File: src/pll_divider_config_defines.svh
`ifndef PLL_DIVIDER_CONFIG_DEFINES_SVH
`define PLL_DIVIDER_CONFIG_DEFINES_SVH
// Register indices; each register is one aligned word, byte address = 4 * index
`define REFDIV_LOW_IDX 7'h54
`define REFDIV_HIGH_IDX 7'h55
`define FBDIV_LOW_IDX 7'h56
`define FBDIV_HIGH_IDX 7'h57
`define PUMP_IDX 7'h58
`define ENABLE_IDX 7'h59
// Reset values
`define REFDIV_LOW_RST 8'h00
`define REFDIV_HIGH_RST 8'h48
`define FBDIV_LOW_RST 8'h78
`define FBDIV_HIGH_RST 8'h40
`define PUMP_RST 8'h12
`define ENABLE_RST 8'h41
// Field positions
`define REFDIV_HIGH_LSB 0
`define FBDIV_HIGH_LSB 0
`define PUMP_CODE_LSB 0
`define REFDIV_EN_BIT 4
// Pump current step in microamps
`define PUMP_STEP_UA 9'h019
`endif

File: src/pll_divider_config_pkg.sv
package pll_divider_config_pkg;
   // Register file contents
   typedef struct packed {
      logic [7:0] refLow;
      logic [7:0] refHigh;
      logic [7:0] fbLow;
      logic [7:0] fbHigh;
      logic [7:0] pump;
      logic [7:0] enable;
   } regs_s;
   // Bus slave phases
   typedef enum logic [2:0] {
      BUS_IDLE = 3'b001,
      BUS_WRESP = 3'b010,
      BUS_RRESP = 3'b100
   } bus_e;
endpackage

File: src/clock_divider.sv
`timescale 1ns/100ps
`default_nettype none
// Generic integer divider with terminal-count reload
module clock_divider #(
   parameter int W = 10
) (
   input wire logic core_clk,
   input wire logic rstn,
   input wire logic [W-1:0] ratio,
   output logic clkOut
);
   // ***************************************
   // State
   // ***************************************
   typedef struct packed {
      logic [W-1:0] count; // Cycles into current period
      logic [W-1:0] active; // Ratio in force this period
      logic out; // Divided clock
   } state_s;
   state_s state_q;
   state_s state_d;
   logic [W-1:0] eff;
   assign clkOut = state_q.out;
   // Next state; ratio below two means a toggle every core cycle
   always_comb begin
      state_d = state_q;
      eff = (state_q.active < W'(2)) ? W'(1) : state_q.active;
      if (state_q.count >= eff - W'(1)) begin
         // Terminal count: adopt new ratio only here, no runt pulse
         state_d.count = '0;
         state_d.active = ratio;
         state_d.out = 1'b1;
      end else begin
         state_d.count = state_q.count + W'(1);
         if (state_q.count + W'(1) >= (eff >> 1)) begin
            state_d.out = 1'b0;
         end
      end
      if (eff == W'(1)) begin
         // Ratio one: follow a toggle at core rate
         state_d.out = ~state_q.out;
      end
   end
   // Register stage
   always_ff @(posedge core_clk or negedge rstn) begin
      if (!rstn) begin
         state_q <= '0;
      end else begin
         state_q <= state_d;
      end
   end
endmodule
`default_nettype wire

File: src/pll_divider_config.sv
// Decided for this implementation: the AXI4-Lite interface to the registers.
`include "pll_divider_config_defines.svh"
`timescale 1ns/100ps
`default_nettype none
module pll_divider_config (
   input wire logic core_clk,
   input wire logic rstn,
   input wire logic [8:0] s_axi_awaddr,
   input wire logic s_axi_awvalid,
   output logic s_axi_awready,
   input wire logic [31:0] s_axi_wdata,
   input wire logic [3:0] s_axi_wstrb,
   input wire logic s_axi_wvalid,
   output logic s_axi_wready,
   output logic [1:0] s_axi_bresp,
   output logic s_axi_bvalid,
   input wire logic s_axi_bready,
   input wire logic [8:0] s_axi_araddr,
   input wire logic s_axi_arvalid,
   output logic s_axi_arready,
   output logic [31:0] s_axi_rdata,
   output logic [1:0] s_axi_rresp,
   output logic s_axi_rvalid,
   input wire logic s_axi_rready,
   output logic refClkDiv,
   output logic fbClkDiv,
   output logic [3:0] pumpCurrentCode,
   output logic [8:0] pumpCurrentUa
);
   // ***************************************
   // State
   // ***************************************
   typedef struct packed {
      pll_divider_config_pkg::regs_s regs; // Register file
      pll_divider_config_pkg::bus_e wPhase; // Write channel phase
      pll_divider_config_pkg::bus_e rPhase; // Read channel phase
      logic awHave; // Address captured
      logic [8:0] awAddr; // Byte address, four times the index
      logic wHave; // Data captured
      logic [31:0] wData;
      logic [3:0] wStrb;
      logic [1:0] bResp;
      logic [31:0] rData;
      logic [1:0] rResp;
      logic awReady;
      logic wReady;
      logic arReady;
      logic [3:0] pumpCode;
      logic [8:0] pumpUa;
   } state_s;
   state_s state_q;
   state_s state_d;
   // Decoded divide ratios
   logic [9:0] refRatio;
   logic [11:0] fbRatio;
   logic refDivOut;
   // ***************************************
   // Ratio assembly
   // ***************************************
   // Bypass forces ratio one regardless of code
   always_comb begin
      refRatio = {state_q.regs.refHigh[`REFDIV_HIGH_LSB +: 2],
                  state_q.regs.refLow};
      if (!state_q.regs.enable[`REFDIV_EN_BIT]) begin
         refRatio = 10'h001;
      end
      fbRatio = {state_q.regs.fbHigh[`FBDIV_HIGH_LSB +: 4], state_q.regs.fbLow};
   end
   // Reference divider; code two is undefined and simply divides by two
   clock_divider #(.W(10)) refDivider (
      .core_clk(core_clk),
      .rstn(rstn),
      .ratio(refRatio),
      .clkOut(refDivOut)
   );
   // Feedback prescaler
   clock_divider #(.W(12)) fbDivider (
      .core_clk(core_clk),
      .rstn(rstn),
      .ratio(fbRatio),
      .clkOut(fbClkDiv)
   );
   // ***************************************
   // Read mux
   // ***************************************
   function automatic logic [7:0] readByte(input pll_divider_config_pkg::regs_s r,
                                           input logic [8:0] a, output logic ok);
      // Unaligned byte addresses are refused
      ok = (a[1:0] == 2'b00);
      unique case (a[8:2])
         `REFDIV_LOW_IDX: readByte = r.refLow;
         `REFDIV_HIGH_IDX: readByte = r.refHigh;
         `FBDIV_LOW_IDX: readByte = r.fbLow;
         `FBDIV_HIGH_IDX: readByte = r.fbHigh;
         `PUMP_IDX: readByte = r.pump;
         `ENABLE_IDX: readByte = r.enable;
         default: begin
            readByte = 8'h00;
            ok = 1'b0;
         end
      endcase
   endfunction
   // ***************************************
   // Next-state logic
   // ***************************************
   always_comb begin
      logic ok;
      logic [7:0] rb;
      logic [7:0] wb;
      ok = 1'b0;
      rb = 8'h00;
      wb = 8'h00;
      state_d = state_q;
      // Write address and data may arrive in either order
      if (state_q.awReady && s_axi_awvalid) begin
         state_d.awHave = 1'b1;
         state_d.awAddr = s_axi_awaddr;
         state_d.awReady = 1'b0;
      end
      if (state_q.wReady && s_axi_wvalid) begin
         state_d.wHave = 1'b1;
         state_d.wData = s_axi_wdata;
         state_d.wStrb = s_axi_wstrb;
         state_d.wReady = 1'b0;
      end
      unique case (state_q.wPhase)
         pll_divider_config_pkg::BUS_IDLE: begin
            if (state_q.awHave && state_q.wHave) begin
               // Only byte lane 0 carries register data
               wb = state_q.wData[7:0];
               state_d.bResp = 2'b00;
               if (state_q.awAddr[1:0] != 2'b00) begin
                  state_d.bResp = 2'b10;
               end else if (state_q.wStrb[0]) begin
                  unique case (state_q.awAddr[8:2])
                     `REFDIV_LOW_IDX: state_d.regs.refLow = wb;
                     `REFDIV_HIGH_IDX: state_d.regs.refHigh = wb;
                     `FBDIV_LOW_IDX: state_d.regs.fbLow = wb;
                     `FBDIV_HIGH_IDX: state_d.regs.fbHigh = wb;
                     `PUMP_IDX: state_d.regs.pump = wb;
                     `ENABLE_IDX: state_d.regs.enable = {1'b0, wb[6:0]};
                     default: state_d.bResp = 2'b10;
                  endcase
               end
               state_d.awHave = 1'b0;
               state_d.wHave = 1'b0;
               state_d.wPhase = pll_divider_config_pkg::BUS_WRESP;
            end
         end
         pll_divider_config_pkg::BUS_WRESP: begin
            if (s_axi_bready) begin
               state_d.wPhase = pll_divider_config_pkg::BUS_IDLE;
               state_d.awReady = 1'b1;
               state_d.wReady = 1'b1;
            end
         end
         default: state_d.wPhase = pll_divider_config_pkg::BUS_IDLE;
      endcase
      unique case (state_q.rPhase)
         pll_divider_config_pkg::BUS_IDLE: begin
            if (state_q.arReady && s_axi_arvalid) begin
               rb = readByte(state_q.regs, s_axi_araddr, ok);
               state_d.rData = {24'h00_0000, rb};
               state_d.rResp = ok ? 2'b00 : 2'b10;
               state_d.arReady = 1'b0;
               state_d.rPhase = pll_divider_config_pkg::BUS_RRESP;
            end
         end
         pll_divider_config_pkg::BUS_RRESP: begin
            if (s_axi_rready) begin
               state_d.arReady = 1'b1;
               state_d.rPhase = pll_divider_config_pkg::BUS_IDLE;
            end
         end
         default: state_d.rPhase = pll_divider_config_pkg::BUS_IDLE;
      endcase
      // Pump current: (code + 1) steps of 25 uA
      state_d.pumpCode = state_q.regs.pump[`PUMP_CODE_LSB +: 4];
      state_d.pumpUa = 9'({5'h00, state_q.pumpCode} + 9'h001) * `PUMP_STEP_UA;
   end
   // ***************************************
   // Registers
   // ***************************************
   always_ff @(posedge core_clk or negedge rstn) begin
      if (!rstn) begin
         state_q.regs.refLow <= `REFDIV_LOW_RST;
         state_q.regs.refHigh <= `REFDIV_HIGH_RST;
         state_q.regs.fbLow <= `FBDIV_LOW_RST;
         state_q.regs.fbHigh <= `FBDIV_HIGH_RST;
         state_q.regs.pump <= `PUMP_RST;
         state_q.regs.enable <= `ENABLE_RST;
         state_q.wPhase <= pll_divider_config_pkg::BUS_IDLE;
         state_q.rPhase <= pll_divider_config_pkg::BUS_IDLE;
         state_q.awHave <= 1'b0;
         state_q.awAddr <= 9'h000;
         state_q.wHave <= 1'b0;
         state_q.wData <= 32'h0000_0000;
         state_q.wStrb <= 4'h0;
         state_q.bResp <= 2'b00;
         state_q.rData <= 32'h0000_0000;
         state_q.rResp <= 2'b00;
         state_q.awReady <= 1'b1;
         state_q.wReady <= 1'b1;
         state_q.arReady <= 1'b1;
         state_q.pumpCode <= 4'h2;
         state_q.pumpUa <= 9'h04b;
      end else begin
         state_q <= state_d;
      end
   end
   // Reference output retimed through one more flop, one cycle behind the divider flop
   logic refOut_q;
   always_ff @(posedge core_clk or negedge rstn) begin
      if (!rstn) begin
         refOut_q <= 1'b0;
      end else begin
         refOut_q <= refDivOut;
      end
   end
   // Outputs
   assign refClkDiv = refOut_q;
   assign s_axi_awready = state_q.awReady;
   assign s_axi_wready = state_q.wReady;
   // One-hot phase bits are flops themselves
   assign s_axi_bvalid = state_q.wPhase[1];
   assign s_axi_bresp = state_q.bResp;
   assign s_axi_arready = state_q.arReady;
   assign s_axi_rvalid = state_q.rPhase[2];
   assign s_axi_rdata = state_q.rData;
   assign s_axi_rresp = state_q.rResp;
   assign pumpCurrentCode = state_q.pumpCode;
   assign pumpCurrentUa = state_q.pumpUa;
endmodule
`default_nettype wire

File: config.mk
export PLATFORM = sky130hd
export DESIGN_NAME = pll_divider_config
export DESIGN_NICKNAME = d
export VERILOG_FILES = /design/src/pll_divider_config_pkg.sv /design/src/clock_divider.sv /design/src/pll_divider_config.sv
export VERILOG_INCLUDE_DIRS = /design/src /design/src/src
export SDC_FILE = /design/constraint.sdc
export NUM_CORES = 1
export LEC_CHECK = 0
export BUFFER_PORTS_ARGS = -buffer_cell sky130_fd_sc_hd__buf_4
export CORE_ASPECT_RATIO = 1.2
export CORE_MARGIN = 4
export CORE_UTILIZATION = 58
export CTS_CLUSTER_SIZE = 16
export DETAILED_ROUTE_END_ITERATION = 7
export HOLD_SLACK_MARGIN = 0.08
export MAX_ROUTING_LAYER = met4
export PLACE_DENSITY = 0.78
export SYNTH_ARGS = -nofsm -noshare
export SYNTH_HDL_FRONTEND = slang
export SYNTH_HIERARCHICAL = 1
export SYNTH_SLANG_ARGS = --single-unit
File: constraint.sdc
create_clock -name core_clk -period 4.9 [get_ports core_clk]
set_input_delay 0.245 -clock core_clk [delete_from_list [all_inputs] [get_ports core_clk]]
set_output_delay 0.245 -clock core_clk [all_outputs]
set_load 0.1 [all_outputs]
==> Flow_metrics.wiki <==
{| class="wikitable"
! Metric !! Value
|-
| PostCTS Resize Cnt || 0
|-
| Chain of cells forming the critical path || or4_4, nor4b_4, a21o_2, inv_1, ha_1, nand2_1, nor3_1, xnor2_1, ha_1, o211ai_1, o21ai_1, o21ai_1, nor2_2, mux2_2
|-
| Initial core utilization || 58.98%
|-
| Setup crit end kind || flip-flop
|-
| Synthesized flop and latch total || 144
|-
| First-pass iteration count of the detailed router || 6
|-
| Total standard cell area after synthesis || 8117 sq um
|-
| Fraction of layout cells with a size suffix above 1 || 28.48%
|-
| CTS tree || yes
|-
| Ports || 117
|-
| Switching component of the power || 0.8674 mW
|-
| Number of max-capacitance violations reported || 0
|-
| Global router's overall resource usage || 23.28%
|-
| Headroom to the max-slew limit || 26.43%
|-
| Required arrival time at the worst endpoint || 5.20 ns
|-
| Transition time at the pin with the least slew margin || 1.101 ns
|-
| Buffers added on ports || 63
|-
| Final Hold Slack || 0.1588 ns
|-
| Most common cell after layout, fill and taps aside || sky130_fd_sc_hd__dfrtp_1
|-
| Routed Wire Length || 16930 um
|-
| Vias in the first global route || 5828
|-
| Height of the die || 137.6 um
|-
| Clk_lat worst skew || 0.42 ns
|-
| Initial antenna violation count || 0
|-
| DR vias || 5426
|-
| RSZ-0062 raised after global routing || no
|-
| Die span in x || 116.0 um
|-
| Worst min path class || in2reg
|-
| Worst path arrival time || 4.45 ns
|-
| Global-route congestion overflow total || 0
|-
| Largest net degree at the start of global routing || 96
|-
| Share of synthesized registers carrying an async set or reset || 100.0%
|-
| Startpoint Class || flip-flop
|-
| Sw Ratio || 28.23%
|-
| Crit path kind || reg2reg
|-
| Fin. Hold Viols || 0
|-
| Post-Synthesis Cells || 694
|-
| Final setup TNS || 0 ns
|-
| Ratio of total power to cell area || 330.8 nW/um^2
|-
| Worst-case clock skew || 0.005794 ns
|-
| Largest buffer count on any clock path || 2
|-
| Clock power share || 42.2%
|-
| Internal power consumption || 2.206 mW
|-
| Clock transition at the registers of the reported paths || 0.06 ns
|-
| Post-synthesis cell type count || 68
|-
| Total Die Area || 15960 sq um
|-
| Iter 0 DRT Violations || 254
|-
| Run status || completed
|-
| Combinational group share of total power || 13.4%
|-
| Max stage delay cell, worst path || sky130_fd_sc_hd__nor2_2
|-
| Yosys warning total || 6
|-
| Min Clock Period, post-route || 4.153 ns
|-
| Post-synthesis to final-layout area growth || 14.46%
|-
| Setup slack of the most critical reg-to-reg path || 0.75 ns
|-
| Sequential share of power || 44.4%
|-
| CTS H-tree depth || 4
|-
| Vias per cell || 5.730
|-
| Portion of the post-synthesis area used by sequential elements || 44.72%
|-
| Root Driver || sky130_fd_sc_hd__clkbuf_16
|-
| Final setup violating endpoints || 0
|-
| Crit path capture || refDivider/state_q[5]
|-
| CP peak stage delay || 0.61 ns
|-
| Achievable frequency || 240.8 MHz
|-
| Synthesized area per cell || 11.70 sq um
|-
| Worst R2R Start || refDivider/state_q[6]
|-
| Portion of the clock cycle consumed by the worst path in the final layout || 84.76%
|-
| Placer Congestion || 0.8814
|-
| Post-CTS Setup Bufs || 0
|-
| Number of sinks handled by clock tree synthesis || 144
|-
| Number of buffers inserted during clock tree synthesis || 17
|-
| Routed len/inst || 17.88 um
|-
| Most instantiated flip-flop cell in the synthesis netlist || sky130_fd_sc_hd__dfrtp_1
|-
| Maximum fanout along the worst path || 15
|-
| Max-slew violation total from the final report || 0
|-
| Antenna Nets Post-Route || 0
|-
| Total Nets Final || 884
|-
| Leak Pwr || 4.543 nW
|-
| EDFF count, synth || 0
|-
| RR Endpoint || refDivider/state_q[5]
|-
| Register-to-Register Path Depth || 14
|-
| Number of standard cells in the layout, taps in and fillers out || 947
|-
| VDD IR max || 0.3252 mV
|-
| Core region area || 13760 sq um
|-
| Hold-fix buffers at CTS || 23
|-
| Antenna diode count || 0
|-
| Cell total after placement || 892
|-
| HPWL reported at the end of detailed placement || 12200 um
|-
| Leading cell types in the layout, fill and taps excluded || 123 x sky130_fd_sc_hd__dfrtp_1, 78 x sky130_fd_sc_hd__mux2_2, 64 x sky130_fd_sc_hd__buf_4
|-
| Row count || 47
|-
| Global-route wire length before repair || 28130 um
|-
| DRC viols || 0
|-
| CP startpoint || refDivider/state_q[6]
|}
==> power groups by stage <==
| stage | Sequential [mW] | Combinational (mW) | Clock (mW) |
|---|---|---|---|
| floorplan | 1.36 | 0.313 | 0 |
| global placement | 1.37 | 0.387 | 0 |
| detailed placement | 1.38 | 0.396 | 0 |
| CTS | 1.36 | 0.413 | 1.32 |
| global route | 1.37 | 0.442 | 1.37 |
| finish | 1.36 | 0.412 | 1.30 |
==> worst max-delay path: cells and delay by family (launching register included) <==
family / cells / cell delay, ns
AND/OR/NAND/NOR: 5 / 1.78
AO/OA/AOI/OAI: 4 / 0.67
adder cells (fa/ha/maj): 2 / 0.50
flip-flops: 1 / 0.46
multiplexers: 1 / 0.41
XOR/XNOR: 1 / 0.15
buffers and inverters: 1 / 0.05
==> layout make-up <==
type	instances	area, sq um
clock buffers	23	457.9
clock inverters	9	132.6
fillers	979	4471
inverters	44	165.2
multi-input cells	468	3969
flip-flops and latches	144	3630
well taps	171	214.0
repair buffers	88	721.9
==> cell usage after synthesis (3+ instances only) <==
library cell	instances	area share, %
sky130_fd_sc_hd__a211oi_1	4	0.37
sky130_fd_sc_hd__a21boi_0	3	0.28
sky130_fd_sc_hd__a21o_1	3	0.28
sky130_fd_sc_hd__a21oi_1	12	0.74
sky130_fd_sc_hd__a22o_1	4	0.43
sky130_fd_sc_hd__a22oi_1	11	1.0
sky130_fd_sc_hd__and2_1	11	0.85
sky130_fd_sc_hd__and3_1	4	0.31
sky130_fd_sc_hd__buf_4	50	4.6
sky130_fd_sc_hd__buf_6	3	0.42
sky130_fd_sc_hd__clkbuf_1	9	0.42
sky130_fd_sc_hd__dfrtp_1	123	38
sky130_fd_sc_hd__dfstp_2	21	6.8
sky130_fd_sc_hd__ha_1	60	9.2
sky130_fd_sc_hd__inv_1	44	2.0
sky130_fd_sc_hd__mux2_1	6	0.83
sky130_fd_sc_hd__mux2_2	78	11
sky130_fd_sc_hd__mux2_4	7	1.3
sky130_fd_sc_hd__mux2i_1	4	0.49
sky130_fd_sc_hd__mux4_2	4	1.1
sky130_fd_sc_hd__nand2_1	27	1.2
sky130_fd_sc_hd__nand2b_1	6	0.46
sky130_fd_sc_hd__nand3_1	16	0.99
sky130_fd_sc_hd__nand4_1	4	0.31
sky130_fd_sc_hd__nand4b_1	5	0.54
sky130_fd_sc_hd__nor2_1	24	1.1
sky130_fd_sc_hd__nor2b_1	17	1.3
sky130_fd_sc_hd__nor3_1	6	0.37
sky130_fd_sc_hd__nor3b_1	3	0.28
sky130_fd_sc_hd__nor4_1	6	0.46
sky130_fd_sc_hd__o211ai_1	3	0.28
sky130_fd_sc_hd__o21a_1	8	0.74
sky130_fd_sc_hd__o21ai_0	19	1.2
sky130_fd_sc_hd__o2bb2ai_1	4	0.43
sky130_fd_sc_hd__or4_4	3	0.42
sky130_fd_sc_hd__xnor2_1	31	3.3
sky130_fd_sc_hd__xor2_1	13	1.4
==> sequential cells by signal, indices dropped and copies added (netlist names) <==
signal and cells:
s_axi_rvalid 1, s_axi_bresp 1, s_axi_bvalid 1, fbDivider/clkOut 1, fbRatio 12, pumpCurrentUa 9, s_axi_awready 1, refDivider/clkOut 1
state_d 4, fbDivider/state_q 24, s_axi_rdata 8, s_axi_wready 1, state_q 53, s_axi_rresp 1, refDivider/state_q 20, pumpCurrentCode 4
s_axi_arready 1, refClkDiv 1
==> per-layer routing <==
| layer | vias up | part of all wire, % | track usage (%) |
|---|---|---|---|
| li1 | 2516 | - | - |
| met1 | 2740 | 40 | 26.35 |
| met2 | 135 | 54 | 40.60 |
| met3 | 35 | 4.5 | 4.701 |
| met4 | 0 | 2.1 | 8.769 |
| met5 | - | 0 | - |
==> worst min path at each step <==
| stage | from | to | slack [ns] | cells after the start |
|---|---|---|---|---|
| 6_report | s_axi_arvalid | s_axi_arready | 0.16 | 4 |
| 3_3_place_gp | state_d[10] | pumpCurrentCode[1] | 0.36 | 0 |
| 4_1_cts | s_axi_arvalid | s_axi_arready | 0.14 | 4 |
| 2_1_floorplan | rstn | fbDivider/clkOut | -0.05 | 0 |
| 5_1_grt | s_axi_arvalid | s_axi_arready | 0.15 | 4 |
| 3_5_place_dp | state_d[10] | pumpCurrentCode[1] | 0.37 | 0 |
==> metrics by stage <==
stage	setup slack, ns	power [mW]	util [%]	instance area, sq um
after floorplan	1.318	1.673	-	8210
after global placement	0.9458	1.758	61.55	8469
after detailed placement	0.8406	1.778	61.55	8469
after CTS	0.7806	3.090	67.51	9290
after global routing	0.5296	3.186	67.51	9290
final	0.7465	3.073	67.51	9290
==> logic make-up after synthesis <==
kind of cell	after synthesis	synth area share (%)
flops	144	44.72
simple gates	148	11.16
other cells	1	0.04620
buf+inv	107	7.538
fa+ha+maj	60	9.249
compound gates	91	7.985
mux	99	14.55
xor+xnor	44	4.748
Power figures use the tool's default switching activity.
